## config.mk

```make
export PLATFORM = sky130hd
export DESIGN_NAME = sfb_flag_bit_unit
export DESIGN_NICKNAME = d
export VERILOG_FILES = /design/src/inc/sfb_pkg.sv /design/src/hdl/sfb_bit_exec.sv /design/src/hdl/sfb_flag_bit_unit.sv
export VERILOG_INCLUDE_DIRS = /design/src /design/src/inc
export SDC_FILE = /design/constraint.sdc
export NUM_CORES = 1
export LEC_CHECK = 0
export BUFFER_PORTS_ARGS = -buffer_cell sky130_fd_sc_hd__buf_2
export CORE_MARGIN = 2
export CORE_UTILIZATION = 47
export CTS_CLUSTER_DIAMETER = 100
export CTS_CLUSTER_SIZE = 40
export DETAILED_ROUTE_END_ITERATION = 10
export GPL_TIMING_DRIVEN = 0
export HOLD_SLACK_MARGIN = 0.02
export PLACE_DENSITY = 0.68
export SYNTH_ARGS = -nofsm -noshare
export SYNTH_HDL_FRONTEND = slang
export SYNTH_SLANG_ARGS = --single-unit
```

## constraint.sdc

```tcl
create_clock -name clk -period 3.79 [get_ports clk]
set_clock_uncertainty 0.15 [all_clocks]
set_input_delay 0.379 -clock clk [delete_from_list [all_inputs] [get_ports clk]]
set_output_delay 0.379 -clock clk [all_outputs]
set_load 0.01 [all_outputs]
```

## src/inc/sfb_defines.svh

```systemverilog
// Register offsets, field positions and reset values of the flag and bit operation unit
//
// What this block does
// - Arithmetic shift right: bit n takes bit n+1, updates Z C N V, one cycle.
// - Nibble swap exchanges the destination halves, touches no flag, one cycle.
// - Indexed flag set writes one to the chosen status bit only, one cycle.
// - Indexed flag clear writes zero to the chosen status bit only, one cycle.
// - Bit store copies source bit b into the transfer flag only, one cycle.
// - Bit load copies the transfer flag into destination bit b, flags untouched.
// - Set and clear carry force only the carry flag, one cycle.
// - Set and clear negative force only the negative flag, one cycle.
// - Set and clear zero force only the zero flag, one cycle.
// - Interrupt enable sets, interrupt disable clears the global interrupt flag, one cycle.
// - Set and clear sign force only the signed-test flag, one cycle.
// - Set and clear overflow force only the overflow flag, one cycle.
// - Set transfer forces only the transfer flag to one, one cycle.
`ifndef SFB_DEFINES_SVH
`define SFB_DEFINES_SVH

`define SFB_ADDR_W 12
`define SFB_DATA_W 32

`define SFB_OFS_DEST 12'h000
`define SFB_OFS_SOURCE 12'h004
`define SFB_OFS_COMMAND 12'h008
`define SFB_OFS_STATUS 12'h00C
`define SFB_OFS_COUNT 12'h010

`define SFB_CMD_OP_LSB 0
`define SFB_CMD_OP_W 5
`define SFB_CMD_IDX_LSB 8
`define SFB_CMD_IDX_W 3

`define SFB_BYTE_W 8
`define SFB_COUNT_W 16

`define SFB_RST_DEST 8'h00
`define SFB_RST_SOURCE 8'h00
`define SFB_RST_STATUS 8'h00
`define SFB_RST_COUNT 16'h0000

`endif

```

## src/inc/sfb_pkg.sv

```systemverilog
// Types shared by the flag and bit operation unit
package sfb_pkg;

  typedef enum logic [4:0] {
    SFB_OP_NONE = 5'h00,
    SFB_OP_SHIFT_RIGHT_ARITH = 5'h01,
    SFB_OP_NIBBLE_SWAP = 5'h02,
    SFB_OP_FLAG_SET_BY_INDEX = 5'h03,
    SFB_OP_FLAG_CLEAR_BY_INDEX = 5'h04,
    SFB_OP_STORE_BIT_TO_TRANSFER_FLAG = 5'h05,
    SFB_OP_LOAD_BIT_FROM_TRANSFER_FLAG = 5'h06,
    SFB_OP_SET_CARRY = 5'h07,
    SFB_OP_CLEAR_CARRY = 5'h08,
    SFB_OP_SET_NEGATIVE = 5'h09,
    SFB_OP_CLEAR_NEGATIVE = 5'h0A,
    SFB_OP_SET_ZERO = 5'h0B,
    SFB_OP_CLEAR_ZERO = 5'h0C,
    SFB_OP_ENABLE_INTERRUPTS = 5'h0D,
    SFB_OP_DISABLE_INTERRUPTS = 5'h0E,
    SFB_OP_SET_SIGN = 5'h0F,
    SFB_OP_CLEAR_SIGN = 5'h10,
    SFB_OP_SET_OVERFLOW = 5'h11,
    SFB_OP_CLEAR_OVERFLOW = 5'h12,
    SFB_OP_SET_TRANSFER = 5'h13
  } sfb_op_e;

  // Bit 7 down to bit 0 of the status flags register
  typedef struct packed {
    logic glbIntr;
    logic transfer;
    logic halfCarry;
    logic sign;
    logic overflow;
    logic negative;
    logic zero;
    logic carry;
  } sfb_flags_s;

  typedef struct packed {
    logic [2:0] index;
    sfb_op_e op;
  } sfb_cmd_s;

endpackage

```

## src/hdl/sfb_bit_exec.sv

```systemverilog
// Combinational execution of one flag or bit operation
`timescale 1ns/10ps
module sfb_bit_exec
  import sfb_pkg::*;
(
  // Operation and operands
  input wire sfb_cmd_s cmd,
  input wire logic [7:0] dest,
  input wire logic [7:0] source,
  input wire sfb_flags_s flags,
  // Results
  output logic [7:0] nextDest,
  output sfb_flags_s nextFlags,
  output logic legalOp
);

  logic [7:0] flagVec;
  logic [7:0] shifted;

  always_comb begin
    flagVec = flags;
    shifted = {dest[7], dest[7:1]};
    nextDest = dest;
    nextFlags = flags;
    legalOp = 1'b1;
    unique case (cmd.op)
      SFB_OP_NONE: begin
        legalOp = 1'b0;
      end
      SFB_OP_SHIFT_RIGHT_ARITH: begin
        nextDest = shifted;
        nextFlags.carry = dest[0];
        nextFlags.negative = shifted[7];
        nextFlags.overflow = shifted[7] ^ dest[0];
        nextFlags.zero = ~|shifted;
      end
      SFB_OP_NIBBLE_SWAP: begin
        nextDest = {dest[3:0], dest[7:4]};
      end
      SFB_OP_FLAG_SET_BY_INDEX: begin
        flagVec[cmd.index] = 1'b1;
        nextFlags = sfb_flags_s'(flagVec);
      end
      SFB_OP_FLAG_CLEAR_BY_INDEX: begin
        flagVec[cmd.index] = 1'b0;
        nextFlags = sfb_flags_s'(flagVec);
      end
      SFB_OP_STORE_BIT_TO_TRANSFER_FLAG: begin
        nextFlags.transfer = source[cmd.index];
      end
      SFB_OP_LOAD_BIT_FROM_TRANSFER_FLAG: begin
        nextDest[cmd.index] = flags.transfer;
      end
      SFB_OP_SET_CARRY: begin
        nextFlags.carry = 1'b1;
      end
      SFB_OP_CLEAR_CARRY: begin
        nextFlags.carry = 1'b0;
      end
      SFB_OP_SET_NEGATIVE: begin
        nextFlags.negative = 1'b1;
      end
      SFB_OP_CLEAR_NEGATIVE: begin
        nextFlags.negative = 1'b0;
      end
      SFB_OP_SET_ZERO: begin
        nextFlags.zero = 1'b1;
      end
      SFB_OP_CLEAR_ZERO: begin
        nextFlags.zero = 1'b0;
      end
      SFB_OP_ENABLE_INTERRUPTS: begin
        nextFlags.glbIntr = 1'b1;
      end
      SFB_OP_DISABLE_INTERRUPTS: begin
        nextFlags.glbIntr = 1'b0;
      end
      SFB_OP_SET_SIGN: begin
        nextFlags.sign = 1'b1;
      end
      SFB_OP_CLEAR_SIGN: begin
        nextFlags.sign = 1'b0;
      end
      SFB_OP_SET_OVERFLOW: begin
        nextFlags.overflow = 1'b1;
      end
      SFB_OP_CLEAR_OVERFLOW: begin
        nextFlags.overflow = 1'b0;
      end
      SFB_OP_SET_TRANSFER: begin
        nextFlags.transfer = 1'b1;
      end
      default: begin
        // Unassigned codes leave everything as it was
        legalOp = 1'b0;
      end
    endcase
  end

endmodule

```

## src/hdl/sfb_flag_bit_unit.sv

```systemverilog
// APB-reached flag and bit operation unit with its destination, source and status registers
`timescale 1ns/10ps
`include "sfb_defines.svh"
module sfb_flag_bit_unit
  import sfb_pkg::*;
#(
  parameter int COUNT_W = `SFB_COUNT_W
) (
  // Clock, reset and enable
  input wire logic clk,
  input wire logic reset,
  input wire logic ce,
  // APB slave
  input wire logic psel,
  input wire logic penable,
  input wire logic pwrite,
  input wire logic [`SFB_ADDR_W-1:0] paddr,
  input wire logic [`SFB_DATA_W-1:0] pwdata,
  output logic [`SFB_DATA_W-1:0] prdata,
  output logic pready,
  output logic pslverr,
  // Core-side view
  output logic [7:0] destValue,
  output sfb_flags_s statusValue,
  output logic opDone
);

  // Register state
  logic [7:0] destReg;
  logic [7:0] sourceReg;
  sfb_flags_s statusFlags;
  sfb_cmd_s lastCmd;
  logic [COUNT_W-1:0] opCount;
  logic [7:0] next_destReg;
  logic [7:0] next_sourceReg;
  sfb_flags_s next_statusFlags;
  sfb_cmd_s next_lastCmd;
  logic [COUNT_W-1:0] next_opCount;
  logic next_opDone;

  // Bus state
  logic [`SFB_DATA_W-1:0] next_prdata;
  logic next_pready;
  logic next_pslverr;

  // Decode and execution
  logic setupPhase;
  logic writeNow;
  logic addrMapped;
  logic addrWritable;
  sfb_cmd_s cmdIn;
  logic [7:0] execDest;
  sfb_flags_s execFlags;
  logic execLegal;
  logic [`SFB_DATA_W-1:0] readWord;

  assign setupPhase = psel & ~penable;
  // A write lands only on the completing access edge and only if accepted at setup
  assign writeNow = psel & penable & pready & pwrite & ~pslverr;

  assign cmdIn.index = pwdata[`SFB_CMD_IDX_LSB +: `SFB_CMD_IDX_W];
  assign cmdIn.op = sfb_op_e'(pwdata[`SFB_CMD_OP_LSB +: `SFB_CMD_OP_W]);

  sfb_bit_exec exec (
    .cmd(cmdIn),
    .dest(destReg),
    .source(sourceReg),
    .flags(statusFlags),
    .nextDest(execDest),
    .nextFlags(execFlags),
    .legalOp(execLegal)
  );

  // Address decode and read mux
  always_comb begin
    addrMapped = 1'b1;
    addrWritable = 1'b1;
    readWord = '0;
    unique case (paddr)
      `SFB_OFS_DEST: begin
        readWord[7:0] = destReg;
      end
      `SFB_OFS_SOURCE: begin
        readWord[7:0] = sourceReg;
      end
      `SFB_OFS_COMMAND: begin
        readWord[`SFB_CMD_IDX_LSB +: `SFB_CMD_IDX_W] = lastCmd.index;
        readWord[`SFB_CMD_OP_LSB +: `SFB_CMD_OP_W] = lastCmd.op;
      end
      `SFB_OFS_STATUS: begin
        readWord[7:0] = statusFlags;
      end
      `SFB_OFS_COUNT: begin
        readWord[COUNT_W-1:0] = opCount;
        addrWritable = 1'b0;
      end
      default: begin
        addrMapped = 1'b0;
        addrWritable = 1'b0;
      end
    endcase
  end

  // Bus answer: ready in the first access cycle, data and error settled at setup
  always_comb begin
    next_pready = setupPhase;
    next_pslverr = 1'b0;
    next_prdata = '0;
    if (setupPhase) begin
      next_pslverr = pwrite ? ~addrWritable : ~addrMapped;
      if (!pwrite) begin
        next_prdata = readWord;
      end
    end
  end

  // Register writes and operation execution
  always_comb begin
    next_destReg = destReg;
    next_sourceReg = sourceReg;
    next_statusFlags = statusFlags;
    next_lastCmd = lastCmd;
    next_opCount = opCount;
    next_opDone = 1'b0;
    if (writeNow) begin
      unique case (paddr)
        `SFB_OFS_DEST: begin
          next_destReg = pwdata[7:0];
        end
        `SFB_OFS_SOURCE: begin
          next_sourceReg = pwdata[7:0];
        end
        `SFB_OFS_STATUS: begin
          next_statusFlags = sfb_flags_s'(pwdata[7:0]);
        end
        `SFB_OFS_COMMAND: begin
          // Whole operation completes on this one edge
          next_lastCmd = cmdIn;
          next_destReg = execDest;
          next_statusFlags = execFlags;
          if (execLegal) begin
            next_opDone = 1'b1;
            next_opCount = opCount + COUNT_W'(1);
          end
        end
        default: begin
          next_destReg = destReg;
        end
      endcase
    end
  end

  always_ff @(posedge clk or posedge reset) begin
    if (reset) begin
      prdata <= '0;
      pready <= 1'b0;
      pslverr <= 1'b0;
    end else if (ce) begin
      prdata <= next_prdata;
      pready <= next_pready;
      pslverr <= next_pslverr;
    end
  end

  always_ff @(posedge clk or posedge reset) begin
    if (reset) begin
      destReg <= `SFB_RST_DEST;
      sourceReg <= `SFB_RST_SOURCE;
      statusFlags <= `SFB_RST_STATUS;
      lastCmd <= '0;
      opCount <= '0;
      opDone <= 1'b0;
      destValue <= `SFB_RST_DEST;
      statusValue <= `SFB_RST_STATUS;
    end else if (ce) begin
      destReg <= next_destReg;
      sourceReg <= next_sourceReg;
      statusFlags <= next_statusFlags;
      lastCmd <= next_lastCmd;
      opCount <= next_opCount;
      opDone <= next_opDone;
      destValue <= next_destReg;
      statusValue <= next_statusFlags;
    end
  end

endmodule

```

After elaboration in Yosys (flattened, before gate mapping)
Index checks and enable logic that the tools add are counted.
{ "totals": {"out_inout_bits": 51, "ff_bits": 83, "elab_cells": 120} }
{ "op_classes": {"n_eq_ne": 34, "magnitude_cmp": 2, "n_bitwise": 13, "reduce_logical": 22, "muxes": 30, "addsub": 1} }
{ "ops": {"columns": ["cell", "n"], "rows": [
  ["$eq 5x4->1 const B", 8],
  ["$reduce_and 4->1", 10],
  ["$mux 16", 2],
  ["$pmux 8 s2", 2],
  ["$pmux 5 s5", 1],
  ["$eq 12x4->1 const B", 2],
  ["$ne 6x1->1 const B", 4],
  ["$pmux 8 s3", 1],
  ["$eq 5x3->1 const B", 4],
  ["$eq 5x5->1 const B", 4],
  ["$pmux 1 s5", 4],
  ["$reduce_or 19->1", 1],
  ["$add 16x1->16 const B", 1],
  ["$ne 5x1->1 const B", 3],
  ["$eq 12x3->1 const B", 1],
  ["$eq 12x5->1 const B", 1],
  ["$logic_not 12->1", 1],
  ["$pmux 1 s4", 3],
  ["$pmux 3 s4", 1],
  ["$eq 5x2->1 const B", 2],
  ["$mux 1", 10],
  ["$and 8x8->8", 1],
  ["$bwmux 8", 1],
  ["$not 8->8", 1],
  ["23 further kinds", 33]
]} }

Logic depth before layout (Yosys ltp)
{ "depth": {"ltp_word": 8, "ltp_mapped": 10, "ltp_nobuf": 6} }

Hierarchy
From an unflattened synthesis, not the netlist that was laid out.
{ "hier_totals": {"hier_cells": 442, "hier_area_um2": 4503.1} }
{ "modules_own_cells": {"columns": ["module", "cells_per_inst", "seq_area_each_um2", "instances", "area_each_um2"], "rows": [
  ["sfb_flag_bit_unit", 285, 1676.6, 1, 3468.3],
  ["sfb_bit_exec", 157, 0.0, 1, 1034.7]
]} }

Worst setup path after synthesis
No wires, ideal clock.
{ "synth_path": {"kind": "input to register", "start": "input paddr[7]", "end": "register lastCmd[0] (netlist bit)", "t_required_ns": 3.515, "stages": 6, "t_arrival_ns": 1.822, "path_slack_ns": 1.694, "setup_ns": 0.125, "path_buffers": 1, "cell_sequence": "nor4_4 nand4_1 nor3b_2 and2_1 buf_4 mux2_2"} }
{ "synth_via": {"elab_chain_len": 2} }
{ "synth_lines": {"columns": ["item", "line", "source"], "rows": [
  ["start, declared", "sfb_flag_bit_unit.sv:17", "input wire logic [`SFB_ADDR_W-1:0] paddr,"],
  ["$eq 12x4->1", "sfb_flag_bit_unit.sv:126", "unique case (paddr)"],
  ["$reduce_and 3->1 (no source line)", null, null],
  ["end signal, assigned", "sfb_flag_bit_unit.sv:179", "lastCmd <= next_lastCmd;"],
  ["end, declared", "sfb_flag_bit_unit.sv:32", "sfb_cmd_s lastCmd;"]
]} }
Every way passes these cells.
A chain may end at the register's enable or synchronous reset.

Worst setup path in the final report
{ "layout_path": {"start": "input pwdata[2]", "end": "register destReg[5]"} }
{ "layout_via": {"elab_chain_len": 3, "elab_cells_between_ends": 7, "cone_classes": "4 x eq/ne; 2 x mux; 1 x reduce/logical"} }
{ "layout_lines": {"columns": ["item", "line", "source"], "rows": [
  ["start, declared", "sfb_flag_bit_unit.sv:18", "input wire logic [`SFB_DATA_W-1:0] pwdata,"],
  ["$eq 5x3->1 (tied with other cells)", "sfb_bit_exec.sv:26", "unique case (cmd.op)"],
  ["$pmux 8 s3 or $ne 4x1->1 (tied branches)", null, null],
  ["$pmux 8 s2 or $reduce_and 4->1 (tied branches)", null, null],
  ["end signal, assigned", "sfb_flag_bit_unit.sv:167", "destReg <= `SFB_RST_DEST;"],
  ["end signal, assigned", "sfb_flag_bit_unit.sv:176", "destReg <= next_destReg;"],
  ["end, declared", "sfb_flag_bit_unit.sv:29", "logic [7:0] destReg;"]
]} }
Parallel ways exist; a longest one is shown, timed or not.

==> out/qor.txt <==
WL met3: 1060 um
Placed Cells: 652
wire length on met2: 5960 um
First-pass DRT Iterations: 6
WL per Instance: 19.7 um
Rows: 35
Worst setup EP type: flop
die width: 100 um
peak fanout along the critical path: 10
max incr delay on CP: 1.07 ns
cells on worst reg2reg path: 5
Yosys warning count: 0
initial antenna violation count: 0
count of different cell masters after synthesis: 67
Reg area: 1680 um^2
Sw Ratio: 0.280
Req. time, crit path: 3.87 ns
ANT nets after route: 0
# setup viols final: 0
worst rel slew slack: 0.119
Slew Limit Fails: 0
Total GRT Usage: 0.272
placed cell area: 4830 um^2
Crit. path cell count: 7
Post-Syn Area: 4330 um^2
I/O pin total: 101
r2r endpoint: opCount[11]$_DFFE_PP0P_
Cell Count, Final, Fillers Out: 668
R2R Setup Slk: 1.37 ns
first-pass GRT wire length: 20900 um
FFs w/ async S/R, synth: 1.00
largest net degree at the start of global routing: 68
Synth Register Bits: 67
worst setup path end: destReg[5]$_DFFE_PP0P_
overflow left after global routing: 0
Hold Fails Final Rpt: 0
Final Cell Area: 5030 um^2
Hold Buf Count CTS: 0
commonest cells after routing, fill and taps aside: 69 x buf_2, 67 x dfrtp_1, 39 x nand2_1
period utilization: 0.649
Cell Pwr Density: 299 nW/um^2
Fillers: 842
DR iter-0 viols: 444
Clock H-tree levels: 3
highest metal used: met4
vias: 4125
share of post-route cells with drive strength above 1: 0.251
Avg Cell Area, Syn: 9.30 um^2
Core Area: 9110 um^2
cell mode on critical path: buf_2
WS Path Type: in -> reg
Main synth FF type: dfrtp_1
Reg power frac: 0.477
Setup TNS Final: 0 ns
Comb pwr share: 0.111
RR Startpoint: pslverr$_DFFE_PP0P_
peak supply drop: 0.143 mV
Reg clk slew, reported paths: 0.08 ns
CTS tree: yes
Seq/Total Area, Yosys: 0.387
CP Launch Type: input pin
Post-synth EDFFs: 0
Final min period: 2.46 ns
Die H: 100 um
Post CTS Setup Buffer Count: 0
Antenna Cells: 0
Worst-Margin Slew: 1.31 ns
Setup crit start: pwdata[2]
TritonCTS buffer count: 9
# port buffers: 60
Mapped Cells: 466
residual DRC count: 0
leading cell type in the layout, fill and taps excluded: buf_2
Final Wtd Congestion: 0.970
Nets: 603
NetSw: 0.000422 W
Clock Sinks: 67
final wirelength: 13200 um
Max Clk Rate: 406 MHz
clock power share: 0.412
synth-to-layout area growth: 16.1%
Crit-path slowest cell: nor4_1
WHS: 0.0333 ns
Initial Utilization: 0.476
max_cap viols: 0
worst-case clock buffer depth: 2
Int Power: 0.00108 W
Cell Chain, Critical Path: buf_2 > buf_6 > nor4_1 > o21ai_1 > buf_2 > nand2_1 > o31ai_1
area of the multi-input gates: 2370 um^2
worst hold-check path type: in -> async
Leak: 2.42 nW
CTS resizes: 0
critical path's top delay family: simple AND/OR/NAND/NOR gates
RSZ-0062 raised after global routing: false
root buffer cell: clkbuf_8
met1 WL: 5730 um
crit path buf inv count: 3
status: finished, final reports clean
DR vias/cell: 6.18
clk_lat worst skew: 0.36 ns
number of global-route vias before repair: 3918
Die Area: 10000 um^2
detailed placement HPWL: 9640 um
Worst Path Arrival: 2.54 ns
## power by group through the flow
stage / combinational [W] / clock, W / sequential [W]
4_1_cts: 0.000163 / 0.000627 / 0.000717
5_1_grt: 0.000182 / 0.000663 / 0.000718
2_1_floorplan: 0.000110 / 0 / 0.000733
3_3_place_gp: 0.000162 / 0 / 0.000732
6_report: 0.000166 / 0.000620 / 0.000717
3_5_place_dp: 0.000163 / 0 / 0.000732
## synthesized netlist by cell type (all sizes together) (5+ instances only)
cell type   n  share of area
a21oi      28          0.032
a221o       5          0.012
a221oi      6          0.012
a22o        9          0.018
a22oi       6          0.010
and2        5         0.0078
and3       12          0.017
buf        35          0.057
clkbuf     14          0.012
dfrtp      67           0.39
inv        10         0.0087
mux2       16          0.043
mux2i      21          0.049
nand2      39          0.034
nand3      13          0.015
nand4      12          0.019
nor2       23          0.020
nor2b       5         0.0072
nor3        9          0.013
nor3b       7          0.013
nor4        5          0.014
o211ai      5         0.0087
o21ai      33          0.038
o22ai      10          0.014
o31ai      10          0.017
xnor2      15          0.030
## how the worst min path moves through the flow
stage / endpoint / cells after the start
6_report: destReg[5]$_DFFE_PP0P_ / 2
3_5_place_dp: opDone$_DFFE_PP0P_ / 1
5_1_grt: pready$_DFFE_PP0P_ / 2
3_3_place_gp: opDone$_DFFE_PP0P_ / 1
4_1_cts: destReg[6]$_DFFE_PP0P_ / 2
2_1_floorplan: opCount[15]$_DFFE_PP0P_ / 1
## layout make-up
type / count / share of cell area
plain buffers: 49 / 0.0600
clock buffers: 9 / 0.0246
clock inverters: 7 / 0.0149
inverters: 10 / 0.00796
multi-input cells: 355 / 0.472
flip-flops and latches: 67 / 0.333
well taps: 111 / 0.0276
repair buffers: 60 / 0.0597
## sequential cells by signal, indices dropped and copies added (netlist names), named ones only
| signal | cells |
|---|---|
| prdata | 16 |
| destReg | 8 |
| pslverr | 1 |
| statusFlags | 7 |
| pready | 1 |
| opDone | 1 |
| opCount | 16 |
| lastCmd | 8 |
| sourceReg | 8 |
## metal layers
layer	vias to the layer above	track usage
li1	1874	-
met1	1997	0.372
met2	218	0.424
met3	36	0.0522
met4	0	0.117
met5	-	0
## cells by family after synthesis
group,synth area share
and+or+nand+nor,0.192
AOI/OAI and AO/OA,0.208
adders and majority gates,0.00289
buffers and inverters,0.0783
xor gates and xnor gates,0.0384
other,0.000866
muxes,0.0919
DFF,0.387
## stage by stage
step / util / power (W) / worst slack, ns
after floorplan: - / 0.000842 / 1.58
after global routing: 0.552 / 0.00156 / 1.23
final: 0.552 / 0.00150 / 1.33
after global placement: 0.530 / 0.000894 / 0.677
after detailed placement: 0.530 / 0.000895 / 1.08
after CTS: 0.552 / 0.00151 / 1.38
Power figures use the tool's default switching activity.
